### src/shared/rsc_pkg.sv
/*
  Package of the radio sequence controller: register offsets, field
  positions, timing counts, the state enumeration and the carrier structs.
  It assumes a 250 MHz system clock and a modem on that same clock.
*/
package rsc_pkg;

  // Clock rate and derived microsecond divider.
  localparam int CLK_MHZ = 250;
  localparam int US_CYC = CLK_MHZ;
  // Ramp-up and disable times in microseconds and their cycle counts.
  localparam int RAMPUP_US = 40;
  localparam int RAMPUP_CYC_DEF = RAMPUP_US * CLK_MHZ;
  localparam int DISABLE_US = 6;
  localparam int DISABLE_CYC = DISABLE_US * CLK_MHZ;
  localparam int TURNAROUND_US = RAMPUP_US + DISABLE_US;
  // Strength sample period in nanoseconds, rounded up to whole cycles.
  localparam int RSSI_PERIOD_NS = 250;
  localparam int RSSI_PERIOD_CYC = (RSSI_PERIOD_NS * CLK_MHZ + 999) / 1000;
  localparam int CNT_W = 16;

  // Register byte offsets.
  localparam logic [7:0] OFS_TASK = 8'h00;
  localparam logic [7:0] OFS_EVENT = 8'h04;
  localparam logic [7:0] OFS_SHORT = 8'h08;
  localparam logic [7:0] OFS_MODE = 8'h0C;
  localparam logic [7:0] OFS_GAP = 8'h10;
  localparam logic [7:0] OFS_RSSI = 8'h14;
  localparam logic [7:0] OFS_STATE = 8'h18;
  localparam logic [7:0] OFS_BCC = 8'h1C;
  localparam logic [7:0] OFS_MATCH_ADDRESS_CONFIG = 8'h20;
  localparam logic [7:0] OFS_PAYOFS = 8'h24;
  localparam logic [7:0] OFS_DAHIT = 8'h28;
  localparam logic [2:0] OFS_DAB_BLK = 3'h2;
  localparam logic [2:0] OFS_DAP_BLK = 3'h3;

  // Task bits of the task register.
  localparam int TK_TXRAMP = 0;
  localparam int TK_RXRAMP = 1;
  localparam int TK_START = 2;
  localparam int TK_STOP = 3;
  localparam int TK_DISABLE = 4;
  localparam int TK_RSSI = 5;
  localparam int TK_BIT_COUNTER_START_TASK = 6;
  localparam int TK_BIT_COUNTER_STOP_TASK = 7;
  // Event bits of the event register.
  localparam int EV_READY = 0;
  localparam int EV_ADDRESS = 1;
  localparam int EV_END = 2;
  localparam int EV_DISABLED = 3;
  localparam int EV_BCHIT = 4;
  localparam int EV_DAMATCH = 5;
  localparam int EV_DAMISS = 6;
  localparam int EV_RSSI = 7;
  // Shortcut bits.
  localparam int SC_READY_START = 0;
  localparam int SC_END_DISABLE = 1;
  localparam int SC_DIS_TXRAMP = 2;
  localparam int SC_DIS_RXRAMP = 3;
  localparam int SC_END_START = 4;
  // Mode register field positions.
  localparam int MODE_LSB = 0;
  localparam int PAT_LSB = 8;
  localparam int ORDER_BIT = 16;
  // Idle pattern encodings.
  localparam logic [1:0] PAT_ONES = 2'h0;
  localparam logic [1:0] PAT_ZEROS = 2'h1;
  // Address matcher geometry.
  localparam int DA_BITS = 48;
  localparam int DA_TYPE_BIT = 6;
  localparam int DA_N = 8;
  localparam logic [5:0] PAYOFS_RST = 6'h10;

  // Sequencer states.
  typedef enum logic [3:0] {
    S_DISABLED, S_RECEIVE_RAMPUP_STATE, S_RECEIVE_IDLE_STATE, S_RX, S_TRANSMIT_RAMPUP_STATE, S_TRANSMIT_IDLE_STATE, S_TX, S_RXDIS, S_TXDIS
  } rsc_state_t;

  // Wishbone request from the master.
  typedef struct packed {
    logic cyc;
    logic stb;
    logic we;
    logic [7:0] adr;
    logic [31:0] dat;
    logic [3:0] sel;
  } rsc_wb_req_t;

  // Modem to sequencer.
  typedef struct packed {
    logic bit_stb;
    logic rx_bit;
    logic preamble;
    logic address;
    logic last_bit;
    logic [6:0] power;
  } rsc_phy_in_t;

  // Sequencer to modem.
  typedef struct packed {
    logic rx_on;
    logic tx_on;
    logic pkt_start;
    logic idle_bit;
  } rsc_phy_out_t;

endpackage

### src/verilog/rsc_top.sv
/*
  Radio sequence controller: state sequencer, shortcuts, interframe gap,
  strength sampling, device address matcher (order_big clear only) and bit counter behind a
  classic Wishbone slave. It assumes the modem runs on clk_i, so its
  strobes need no synchroniser, and that one bit strobe marks each bit.
*/
// Implementation choices: the register addresses and the Wishbone slave port.
`timescale 1ns/1ps
module rsc_top
  import rsc_pkg::*;
#(
  parameter int RAMPUP_CYCLES = RAMPUP_CYC_DEF
) (
  // Clock and reset.
  input wire logic clk_i,
  input wire logic rst_i,
  // Wishbone slave.
  input wire rsc_wb_req_t wb_i,
  output logic [31:0] wb_dat_o,
  output logic wb_ack_o,
  // Modem side.
  input wire rsc_phy_in_t phy_i,
  output rsc_phy_out_t phy_o,
  // Event pulses for the interconnect.
  output logic [7:0] evt_pulse_o
);

  // Complete state of the block.
  typedef struct packed {
    rsc_state_t state;
    logic [3:0] mode_pend;
    logic [3:0] mode_act;
    logic [1:0] pattern;
    logic order_big;
    logic [4:0] shortcut_enables;
    logic [9:0] gap;
    logic [15:0] bcc;
    logic [7:0] da_en;
    logic [7:0] da_type;
    logic [DA_N-1:0][31:0] dab;
    logic [DA_N-1:0][15:0] match_address_high;
    logic [5:0] payofs;
    logic [CNT_W-1:0] cnt;
    logic [7:0] us_div;
    logic gap_on;
    logic [9:0] gap_cnt;
    logic [9:0] filt;
    logic [6:0] rssi_smp;
    logic rssi_valid;
    logic rssi_busy;
    logic [5:0] rssi_cnt;
    logic in_pkt;
    logic addr_seen;
    logic [6:0] da_idx;
    logic [5:0] da_cnt;
    logic [DA_BITS-1:0] da_sr;
    logic da_flag;
    logic da_cmp;
    logic da_done;
    logic [3:0] da_hit;
    logic bc_run;
    logic [15:0] bc_cnt;
    logic [7:0] evt;
    logic [7:0] pulse;
    rsc_phy_out_t phy;
    logic [31:0] wb_dat;
    logic wb_ack;
  } rsc_regs_t;

  rsc_regs_t st; // Registered state.
  rsc_regs_t next_st; // Next state.
  logic acc; // Bus access accepted this cycle.
  logic wr; // Accepted write.
  logic [7:0] tk; // Tasks fired by this write.
  logic [7:0] clr; // Event bits cleared by this write.
  logic [31:0] wv; // Byte-merged write value.
  logic [31:0] old; // Current value of the addressed register.
  logic us_tick; // One pulse per microsecond.
  logic gap_hold; // Gap still running, first bit must wait.
  logic gap_ok; // Gap setting would be enforced now.
  logic sc_rd; // Ready chains to start.
  logic [2:0] ent; // Entry index from the address.
  logic signed [11:0] diff; // Filter error term.
  logic found; // Some enabled entry matched.
  logic [2:0] fidx; // Lowest matching entry.
  logic [15:0] bc_inc; // Bit count after this bit.

  // Merge write data under byte enables so partial writes keep other lanes.
  function automatic logic [31:0] merge(input logic [31:0] o, input logic [31:0] n, input logic [3:0] s);
    logic [31:0] r;
    r = o;
    for (int b = 0; b < 4; b++) begin
      if (s[b]) begin
        r[8*b +: 8] = n[8*b +: 8];
      end
    end
    return r;
  endfunction

  // Current register value, used both for reads and for byte merging.
  always_comb begin
    ent = wb_i.adr[4:2];
    old = 32'h0;
    if (wb_i.adr[7:5] == OFS_DAB_BLK) begin
      old = st.dab[ent];
    end else if (wb_i.adr[7:5] == OFS_DAP_BLK) begin
      old = {16'h0, st.match_address_high[ent]};
    end else begin
      case (wb_i.adr)
        OFS_EVENT: old = {24'h0, st.evt};
        OFS_SHORT: old = {27'h0, st.shortcut_enables};
        OFS_MODE: old = {15'h0, st.order_big, 6'h0, st.pattern, 4'h0, st.mode_pend};
        OFS_GAP: old = {22'h0, st.gap};
        OFS_RSSI: old = {24'h0, st.rssi_valid, st.rssi_smp};
        OFS_STATE: old = {24'h0, st.mode_act, st.state};
        OFS_BCC: old = {16'h0, st.bcc};
        OFS_MATCH_ADDRESS_CONFIG: old = {16'h0, st.da_type, st.da_en};
        OFS_PAYOFS: old = {26'h0, st.payofs};
        OFS_DAHIT: old = {28'h0, st.da_hit};
        // Task register and unmapped offsets read as zero.
        default: old = 32'h0;
      endcase
    end
  end

  // Next-state logic of the whole block.
  always_comb begin
    next_st = st;
    next_st.pulse = 8'h0;
    next_st.wb_ack = 1'b0;
    next_st.phy.pkt_start = 1'b0;
    acc = wb_i.cyc && wb_i.stb && !st.wb_ack;
    wr = acc && wb_i.we;
    wv = merge(old, wb_i.dat, wb_i.sel);
    tk = 8'h0;
    clr = 8'h0;
    us_tick = (st.us_div == 8'(US_CYC - 1));
    gap_hold = st.gap_on && (st.gap_cnt != 10'h0);
    sc_rd = st.shortcut_enables[SC_READY_START];
    diff = 12'h0;
    found = 1'b0;
    fidx = 3'h0;
    bc_inc = st.bc_cnt + 16'h1;
    gap_ok = st.shortcut_enables[SC_END_DISABLE] && (st.shortcut_enables[SC_DIS_TXRAMP] || st.shortcut_enables[SC_DIS_RXRAMP]) &&
             (st.gap >= 10'(TURNAROUND_US));

    // Bus slave: one ack per access, dropped the cycle after.
    if (acc) begin
      next_st.wb_ack = 1'b1;
      next_st.wb_dat = old;
    end
    if (wr) begin
      if (wb_i.adr[7:5] == OFS_DAB_BLK) begin
        next_st.dab[ent] = wv;
      end else if (wb_i.adr[7:5] == OFS_DAP_BLK) begin
        next_st.match_address_high[ent] = wv[15:0];
      end else begin
        case (wb_i.adr)
          OFS_TASK: tk = wb_i.sel[0] ? wb_i.dat[7:0] : 8'h0;
          OFS_EVENT: clr = wb_i.sel[0] ? wb_i.dat[7:0] : 8'h0;
          // Shortcuts and gap are used live by the sequencer.
          OFS_SHORT: next_st.shortcut_enables = wv[4:0];
          OFS_GAP: next_st.gap = wv[9:0];
          OFS_MODE: begin
            // The pending mode, pattern and order_big are written; the mode acts at the next ramp-up, whether a task or a disabled shortcut starts it.
            next_st.mode_pend = wv[MODE_LSB +: 4];
            next_st.pattern = wv[PAT_LSB +: 2];
            next_st.order_big = wv[ORDER_BIT];
          end
          OFS_BCC: next_st.bcc = wv[15:0];
          OFS_MATCH_ADDRESS_CONFIG: begin
            next_st.da_en = wv[7:0];
            next_st.da_type = wv[15:8];
          end
          OFS_PAYOFS: next_st.payofs = wv[5:0];
          // Read-only and unmapped offsets ignore writes.
          default: begin
          end
        endcase
      end
    end

    // Microsecond divider and gap countdown.
    next_st.us_div = us_tick ? 8'h0 : st.us_div + 8'h1;
    if (us_tick && gap_hold) begin
      next_st.gap_cnt = st.gap_cnt - 10'h1;
    end

    // Sequencer. Wrong-state tasks are not blocked, only ignored here.
    case (st.state)
      S_DISABLED: begin
        if (tk[TK_TXRAMP]) begin
          next_st.state = S_TRANSMIT_RAMPUP_STATE;
          next_st.mode_act = st.mode_pend;
          next_st.cnt = CNT_W'(RAMPUP_CYCLES - 1);
        end else if (tk[TK_RXRAMP]) begin
          next_st.state = S_RECEIVE_RAMPUP_STATE;
          next_st.mode_act = st.mode_pend;
          next_st.cnt = CNT_W'(RAMPUP_CYCLES - 1);
        end
      end
      S_TRANSMIT_RAMPUP_STATE, S_RECEIVE_RAMPUP_STATE: begin
        if (st.cnt != '0) begin
          next_st.cnt = st.cnt - CNT_W'(1);
        end else if (!gap_hold) begin
          // First bit waits for the gap so the turnaround is exact.
          next_st.pulse[EV_READY] = 1'b1;
          next_st.gap_on = 1'b0;
          if (st.state == S_TRANSMIT_RAMPUP_STATE) begin
            next_st.state = sc_rd ? S_TX : S_TRANSMIT_IDLE_STATE;
            next_st.phy.pkt_start = sc_rd;
          end else begin
            next_st.state = sc_rd ? S_RX : S_RECEIVE_IDLE_STATE;
            next_st.in_pkt = 1'b0;
          end
        end
      end
      S_TRANSMIT_IDLE_STATE: begin
        if (tk[TK_START]) begin
          next_st.state = S_TX;
          next_st.phy.pkt_start = 1'b1;
        end
      end
      S_RECEIVE_IDLE_STATE: begin
        if (tk[TK_START]) begin
          next_st.state = S_RX;
          next_st.in_pkt = 1'b0;
        end
      end
      S_TX, S_RX: begin
        // Symbols before a preamble are ignored in receive.
        if (st.state == S_RX && phy_i.preamble) begin
          next_st.in_pkt = 1'b1;
        end
        if (st.state == S_RX && st.in_pkt && phy_i.address) begin
          next_st.pulse[EV_ADDRESS] = 1'b1;
          next_st.addr_seen = 1'b1;
          next_st.da_idx = 7'h0;
          next_st.da_cnt = 6'h0;
          next_st.da_done = 1'b0;
        end
        if (tk[TK_STOP]) begin
          next_st.state = (st.state == S_TX) ? S_TRANSMIT_IDLE_STATE : S_RECEIVE_IDLE_STATE;
        end else if (phy_i.last_bit && (st.state == S_TX || st.in_pkt)) begin
          next_st.pulse[EV_END] = 1'b1;
          next_st.addr_seen = 1'b0;
          next_st.in_pkt = 1'b0;
          if (gap_ok) begin
            next_st.gap_on = 1'b1;
            next_st.gap_cnt = st.gap;
          end
          if (st.shortcut_enables[SC_END_DISABLE]) begin
            next_st.state = (st.state == S_TX) ? S_TXDIS : S_RXDIS;
            next_st.cnt = CNT_W'(DISABLE_CYC - 1);
          end else if (st.shortcut_enables[SC_END_START]) begin
            // Stay in the same state for the next packet.
            next_st.phy.pkt_start = (st.state == S_TX);
          end else begin
            next_st.state = (st.state == S_TX) ? S_TRANSMIT_IDLE_STATE : S_RECEIVE_IDLE_STATE;
          end
        end
      end
      S_TXDIS, S_RXDIS: begin
        if (st.cnt != '0) begin
          next_st.cnt = st.cnt - CNT_W'(1);
        end else begin
          next_st.pulse[EV_DISABLED] = 1'b1;
          next_st.state = S_DISABLED;
          if (st.shortcut_enables[SC_DIS_TXRAMP]) begin
            next_st.state = S_TRANSMIT_RAMPUP_STATE;
            next_st.mode_act = st.mode_pend;
            next_st.cnt = CNT_W'(RAMPUP_CYCLES - 1);
          end else if (st.shortcut_enables[SC_DIS_RXRAMP]) begin
            next_st.state = S_RECEIVE_RAMPUP_STATE;
            next_st.mode_act = st.mode_pend;
            next_st.cnt = CNT_W'(RAMPUP_CYCLES - 1);
          end
        end
      end
      default: next_st.state = S_DISABLED;
    endcase

    // Disable task from any active state starts the matching shutdown.
    if (tk[TK_DISABLE] && st.state != S_DISABLED && st.state != S_TXDIS && st.state != S_RXDIS) begin
      next_st.state = (st.state == S_TRANSMIT_RAMPUP_STATE || st.state == S_TRANSMIT_IDLE_STATE || st.state == S_TX) ? S_TXDIS : S_RXDIS;
      next_st.cnt = CNT_W'(DISABLE_CYC - 1);
      next_st.gap_on = 1'b0;
      next_st.addr_seen = 1'b0;
    end

    // Radio enables and the idle transmit bit.
    next_st.phy.tx_on = (next_st.state == S_TRANSMIT_IDLE_STATE) || (next_st.state == S_TX) || (next_st.state == S_TXDIS);
    next_st.phy.rx_on = (next_st.state == S_RECEIVE_IDLE_STATE) || (next_st.state == S_RX);
    if (st.state == S_TRANSMIT_IDLE_STATE || st.state == S_TXDIS) begin
      case (st.pattern)
        PAT_ONES: next_st.phy.idle_bit = 1'b1;
        PAT_ZEROS: next_st.phy.idle_bit = 1'b0;
        default: next_st.phy.idle_bit = !st.phy.idle_bit;
      endcase
    end else begin
      next_st.phy.idle_bit = 1'b1;
    end

    // Strength filter, a shift-by-three single pole on a Q7.3 value.
    // A rising step is rounded up so a steady input settles exactly on its own value.
    diff = $signed({2'b00, phy_i.power, 3'b000}) - $signed({2'b00, st.filt});
    next_st.filt = 10'($signed({2'b00, st.filt}) + ((diff + (diff[11] ? 12'sh0 : 12'sh7)) >>> 3));
    if (tk[TK_RSSI]) begin
      next_st.rssi_busy = 1'b1;
      next_st.rssi_cnt = 6'(RSSI_PERIOD_CYC - 1);
    end else if (st.rssi_busy) begin
      if (st.rssi_cnt == 6'h0) begin
        next_st.rssi_busy = 1'b0;
        next_st.rssi_smp = st.filt[9:3];
        next_st.rssi_valid = (st.state == S_RX);
        next_st.pulse[EV_RSSI] = 1'b1;
      end else begin
        next_st.rssi_cnt = st.rssi_cnt - 6'h1;
      end
    end

    // Device address matcher, fed one received bit at a time while order_big is clear.
    if (st.addr_seen && !st.da_done && !st.da_cmp && phy_i.bit_stb && st.state == S_RX &&
        !st.order_big) begin
      if (st.da_idx == 7'(DA_TYPE_BIT)) begin
        next_st.da_flag = phy_i.rx_bit;
      end
      if (st.da_idx >= {1'b0, st.payofs}) begin
        next_st.da_sr = {phy_i.rx_bit, st.da_sr[DA_BITS-1:1]};
        next_st.da_cnt = st.da_cnt + 6'h1;
        next_st.da_cmp = (st.da_cnt == 6'(DA_BITS - 1));
      end
      if (st.da_idx != 7'h7F) begin
        next_st.da_idx = st.da_idx + 7'h1;
      end
    end
    for (int i = DA_N - 1; i >= 0; i--) begin
      if (st.da_en[i] && st.dab[i] == st.da_sr[31:0] && st.match_address_high[i] == st.da_sr[47:32] &&
          st.da_type[i] == st.da_flag) begin
        found = 1'b1;
        fidx = 3'(i);
      end
    end
    if (st.da_cmp) begin
      next_st.da_cmp = 1'b0;
      next_st.da_done = 1'b1;
      next_st.da_hit = {found, fidx};
      next_st.pulse[EV_DAMATCH] = found;
      next_st.pulse[EV_DAMISS] = !found;
    end

    // Bit counter; it keeps running past a hit so a new compare can hit again.
    if (st.bc_run && phy_i.bit_stb) begin
      next_st.bc_cnt = bc_inc;
      if (bc_inc == st.bcc) begin
        next_st.pulse[EV_BCHIT] = 1'b1;
      end
    end
    if (tk[TK_BIT_COUNTER_START_TASK]) begin
      next_st.bc_run = 1'b1;
      next_st.bc_cnt = 16'h0;
    end
    if (tk[TK_BIT_COUNTER_STOP_TASK] || tk[TK_STOP] || tk[TK_DISABLE] || next_st.pulse[EV_END]) begin
      next_st.bc_run = 1'b0;
      next_st.bc_cnt = 16'h0;
    end

    // Sticky events: a new event wins over a clear in the same cycle.
    next_st.evt = (st.evt & ~clr) | next_st.pulse;
  end

  // State register with synchronous reset.
  always_ff @(posedge clk_i) begin
    if (rst_i) begin
      st <= '0;
      st.state <= S_DISABLED;
      st.payofs <= PAYOFS_RST;
      st.phy.idle_bit <= 1'b1;
    end else begin
      st <= next_st;
    end
  end

  // Outputs come straight from the state register.
  assign wb_dat_o = st.wb_dat;
  assign wb_ack_o = st.wb_ack;
  assign phy_o = st.phy;
  assign evt_pulse_o = st.pulse;

  // Cycles from the end of the eight quiet cycles to the done pulse.
  localparam int RSSI_WAIT = RSSI_PERIOD_CYC - 8;

  // Ramp-up completion leads to ready and transmit idle.
  property p_tx_ready;
    @(posedge clk_i) disable iff (rst_i)
    (st.state == S_TRANSMIT_RAMPUP_STATE && st.cnt == '0 && !gap_hold && !sc_rd && tk == 8'h0) |=>
      (st.state == S_TRANSMIT_IDLE_STATE && st.pulse[EV_READY]);
  endproperty
  a_tx_ready: assert property (p_tx_ready)
    else $error("transmit ramp did not reach idle with ready");

  // Ready to start shortcut enters the packet at once.
  property p_short_start;
    @(posedge clk_i) disable iff (rst_i)
    (st.state == S_RECEIVE_RAMPUP_STATE && st.cnt == '0 && !gap_hold && sc_rd && tk == 8'h0) |=> (st.state == S_RX);
  endproperty
  a_short_start: assert property (p_short_start)
    else $error("ready shortcut did not start reception");

  // Idle transmit bit is one under the default pattern.
  property p_idle_ones;
    @(posedge clk_i) disable iff (rst_i)
    (st.state == S_TRANSMIT_IDLE_STATE && st.pattern == PAT_ONES) |=> phy_o.idle_bit;
  endproperty
  a_idle_ones: assert property (p_idle_ones)
    else $error("idle transmit bit not one");

  // No ready while the gap is still running.
  property p_gap_hold;
    @(posedge clk_i) disable iff (rst_i)
    gap_hold |=> !st.pulse[EV_READY];
  endproperty
  a_gap_hold: assert property (p_gap_hold)
    else $error("ready raised before gap elapsed");

  // Mode is taken from the pending value at a ramp task.
  property p_mode_latch;
    @(posedge clk_i) disable iff (rst_i)
    (st.state == S_DISABLED && tk[TK_RXRAMP] && !tk[TK_TXRAMP]) |=> (st.mode_act == $past(st.mode_pend));
  endproperty
  a_mode_latch: assert property (p_mode_latch)
    else $error("mode not latched at ramp task");

  // Sample appears exactly one period after its start.
  property p_rssi_period;
    @(posedge clk_i) disable iff (rst_i)
    ($rose(st.rssi_busy) && !st.pulse[EV_RSSI]) ##1 (!tk[TK_RSSI])[*8] |->
      ##[RSSI_WAIT:RSSI_WAIT] st.pulse[EV_RSSI];
  endproperty
  a_rssi_period: assert property (p_rssi_period)
    else $error("strength sample late or early");

  // Compare hit raises the hit event on the next cycle.
  property p_bc_hit;
    @(posedge clk_i) disable iff (rst_i)
    (st.bc_run && phy_i.bit_stb && bc_inc == st.bcc && tk == 8'h0 && !phy_i.last_bit) |=>
      (st.pulse[EV_BCHIT] && st.bc_cnt == $past(st.bcc));
  endproperty
  a_bc_hit: assert property (p_bc_hit)
    else $error("bit counter missed its compare");

  // End of packet leaves the counter stopped and cleared.
  property p_bc_clear;
    @(posedge clk_i) disable iff (rst_i)
    st.pulse[EV_END] |-> (!st.bc_run && st.bc_cnt == 16'h0);
  endproperty
  a_bc_clear: assert property (p_bc_clear)
    else $error("bit counter not cleared at end");

  // Match and miss never together, and only once per packet.
  property p_da_once;
    @(posedge clk_i) disable iff (rst_i)
    (st.pulse[EV_DAMATCH] || st.pulse[EV_DAMISS]) |->
      (!(st.pulse[EV_DAMATCH] && st.pulse[EV_DAMISS]) && st.da_done && st.da_hit[3] == st.pulse[EV_DAMATCH]);
  endproperty
  a_da_once: assert property (p_da_once)
    else $error("address report inconsistent");

endmodule // rsc_top

### config.mk
export PLATFORM = sky130hd
export DESIGN_NAME = rsc_top
export DESIGN_NICKNAME = d
export VERILOG_FILES = /design/src/shared/rsc_pkg.sv /design/src/verilog/rsc_top.sv
export SDC_FILE = /design/constraint.sdc
export NUM_CORES = 2
export LEC_CHECK = 0
export BUFFER_PORTS_ARGS = -buffer_cell sky130_fd_sc_hd__buf_2
export CAP_MARGIN = 20
export CORE_MARGIN = 1.5
export CORE_UTILIZATION = 41
export CTS_BUF_LIST = sky130_fd_sc_hd__clkbuf_4 sky130_fd_sc_hd__clkbuf_8 sky130_fd_sc_hd__clkbuf_16
export CTS_CLUSTER_SIZE = 28
export DETAILED_ROUTE_END_ITERATION = 12
export GPL_ROUTABILITY_DRIVEN = 0
export PLACE_DENSITY = 0.57
export SLEW_MARGIN = 25
export SYNTH_ARGS = -nofsm -noshare
export SYNTH_HDL_FRONTEND = slang
export SYNTH_SLANG_ARGS = --single-unit
### constraint.sdc
create_clock -name clk_i -period 8.3 [get_ports clk_i]
set_input_delay 1.66 -clock clk_i [delete_from_list [all_inputs] [get_ports clk_i]]
set_output_delay 1.66 -clock clk_i [all_outputs]
set_load 0.005 [all_outputs]
==> results_dict.tcl <==
set metrics [dict create \
    grt_pass1_wl_mm 202 \
    reg2reg_depth 19 \
    min_path_cells 2 \
    path_class "primary input to register" \
    start_kind "primary input" \
    power-per-cell-area_nw_per_um2 195 \
    worst_hold_path.endpoint "wb_dat_o[9]$_SDFFE_PP0P_" \
    initialDrtViolationCount 4260 \
    setup_ws_ns 2.76 \
    cts_tree "yes" \
    outcome "finished clean" \
    finalSetupTns_ns 0 \
    avgSynthCellArea_um2 8.34 \
    cp.required_ns 8.80 \
    clock_latency_ns 0.66 \
    dieArea_um2 86300 \
    cts-root-buf "clkbuf_16" \
    syn_inst 4158 \
    drtPass1Iterations 9 \
    cp_top_family "compound AO/OA/AOI/OAI gates" \
    pre_cts_ws_ns 2.17 \
    worstPathMaxFanout 5 \
    cts_sinks 652 \
    htree_num_levels 3 \
    path_cells "buf_2 -> ha_1 -> or3_1 -> o221a_2 -> a21o_1 -> ha_1 -> a2111oi_0 -> nor2_1 -> xnor2_1 -> ha_1 -> fa_1 -> a21o_1 -> a21oi_1 -> o21bai_1 -> a21oi_1 -> o21bai_1 -> a21oi_1 -> xor2_1 -> nor2_1" \
    fmax_mhz 180 \
    rsz0062_at_grt "no" \
    slowest_delay_ns 0.71 \
    stdcell_count 5240 \
    numCtsBuffers 75 \
    areaGrowthSynthToFinish_pct 10.3 \
    netlist_top_cells_area "dfxtp_1 38%, nand2_1 7.2%, xor2_1 6.4%" \
    syn_nets 4256 \
    synth_top_area_cell "dfxtp_1" \
    grt_max_degree 195 \
    crit_buf_inv 1 \
    cp.arrival_ns 6.04 \
    r2r_setup_slack_ns 3.42 \
    drc_errors 0 \
    max_slew_margin_pct 18.0 \
    hold_start "wb_dat_o[9]$_SDFFE_PP0P_" \
    synth_common_cells "662 x nand2_1, 652 x dfxtp_1, 456 x nor2_1" \
    yosys.area.top_type_share_pct 37.6 \
    grt_remaining_overflow 0 \
    via_per_inst 6.05 \
    cts_buffer_depth 3 \
    port_buffers 105 \
    postCtsHoldBufs 0 \
    worst_pin_slew_ns 1.22 \
    post-cts-setup-buffer-count 0 \
    p_leak_nw 14.7 \
    hpwl_mm 101 \
    cts_resized 0 \
    wl_per_cell_um 27.0 \
    synth_area_um2 34700 \
    yosysMostFrequentCell "nand2_1" \
    die_y_um 294 \
    drt_wl_total_mm 141 \
    ys_ff_latch 652 \
    power_mw 7.46 \
    worstSetupEndpointType "register" \
    cts.reportedPaths.clkPinSlew_ns 0.06 \
    place_inst 5107 \
    grt_usage_pct 32.0 \
    ys_async_sr_fraction_pct 0 \
    vdd_drop_max_mv 0.143 \
    initial_core_util_pct 41.4 \
    ys.flop_type "dfxtp_1" \
    drv_cap 0 \
    final-setup-viol-count 0 \
    r2r-start "st[160]$_SDFF_PP0_" \
    via_count 31676 \
    coreArea_um2 83700 \
    synth_edf_count 0 \
    fp.dieW_um 294 \
    fin_worst_skew_ns 0.0305 \
    rows 106 \
    layout.nets 4148 \
    slew_viol_final 0 \
    layout-drive-gt1-share_pct 11.4 \
    yosysWarningCount 0 \
    synth_seq_area_share_pct 37.6 \
    grt_pass1_vias 28433 \
    cpMaxStageDelayCell "a2111oi_0" \
    hold_class "register to register" \
    fin_crit_sh_pct 66.8 \
    reg2reg_to "st[163]$_SDFF_PP0_" \
    antenna_left 0 \
    synth.distinct_cells 91 \
    finalCriticalPeriod_ns 5.54 \
    ioPinCount 106 \
    finalHoldViolCount 0 \
    grt_antenna_before_repair 7 \
    crit_start "phy_i[0]" \
]
report_power, final:
| part | leakage (nW) | internal (mW) | switching, mW | total [mW] |
|---|---|---|---|---|
| logic | 8.17 | 0.343 | 0.541 | 0.884 |
| clock network | 1.25 | 1.98 | 1.41 | 3.38 |
| registers | 5.25 | 3.16 | 0.0344 | 3.20 |
worst register-to-register path: cells and delay by family, from the launching register on:
kind,cells,cell delay [ns]
AO/OA/AOI/OAI,9,2.22
adder cells (fa/ha/maj),4,1.10
AND/OR/NAND/NOR,3,0.59
flip-flops,1,0.41
XOR/XNOR,2,0.34
buffers and inverters,1,0.07
worst max-delay path by stage:
stage / endpoint / cells past startpoint / slack, ns
CTS: st[163]$_SDFF_PP0_ / 19 / 2.80
global placement: st[163]$_SDFF_PP0_ / 19 / 2.24
global route: st[163]$_SDFF_PP0_ / 19 / 2.41
floorplan: st[163]$_SDFF_PP0_ / 18 / 2.76
detailed placement: st[163]$_SDFF_PP0_ / 19 / 2.17
finish: st[163]$_SDFF_PP0_ / 19 / 2.76
flip-flops by register name, indices dropped and copies added, names as in the netlist:
signal and flops:
sc_rd 1, wb_dat_o 32, evt_pulse_o 8, phy_o 4, st 606, wb_ack_o 1
metrics by stage:
stage / utilization (%) / area (µm²) / hold slack (ns)
after floorplan: - / 34700 / 0.426
after global placement: 42.7 / 35700 / 0.441
after detailed placement: 42.7 / 35800 / 0.444
after CTS: 45.7 / 38200 / 0.453
after global routing: 45.7 / 38200 / 0.466
final: 45.7 / 38200 / 0.452
kinds of logic after synthesis:
group / after synthesis / share of synthesized area [%]
DFF: 652 / 37.6
buffers and inverters: 455 / 5.65
xor gates and xnor gates: 429 / 10.8
adders and majority gates: 37 / 1.36
and+or+nand+nor: 1563 / 20.1
AOI/OAI and AO/OA: 787 / 14.1
muxes: 235 / 10.3
routing by layer:
| metal | GRT usage, % | vias to the layer above | wire length, µm |
|---|---|---|---|
| met3 | 9.34 | 445 | 15900 |
| met2 | 45.9 | 1805 | 58400 |
| li1 | - | 14207 | - |
| met5 | 0.681 | - | 135 |
| met4 | 18.1 | 10 | 9380 |
| met1 | 42.5 | 15209 | 57500 |
placed cells by master, fill, tap and decap left out, drive strengths merged, types with 8 or more instances in the layout:
master   instances
or2             10
a22oi           25
mux2i          135
and2            11
nor4            84
xnor2          176
nor2           456
xor2           253
o22ai           20
inv            101
mux4            96
nor2b           19
nor4b            8
clkbuf         109
nand4           58
and3            14
dfxtp          652
a21oi          407
o21ai           50
or3             27
or4             13
a211oi         155
a22o             8
nand3           65
a21o             9
buf            172
nand2          662
nand2b          28
nor3            80
ha              36
o2111ai         10
a31oi            9
o31ai            8
clkinv          12
layout make-up:
| type | count | area [µm²] |
|---|---|---|
| multi-input combinational | 3051 | 19900 |
| fill | 8203 | 45400 |
| inverter | 98 | 368 |
| clock buffer | 109 | 2290 |
| sequential | 652 | 13100 |
| tap | 1134 | 1420 |
| antenna | 6 | 15.0 |
| timing repair buffer | 172 | 1060 |
| clock inverter | 18 | 176 |
Note: power is estimated with default switching activity, not from simulation.
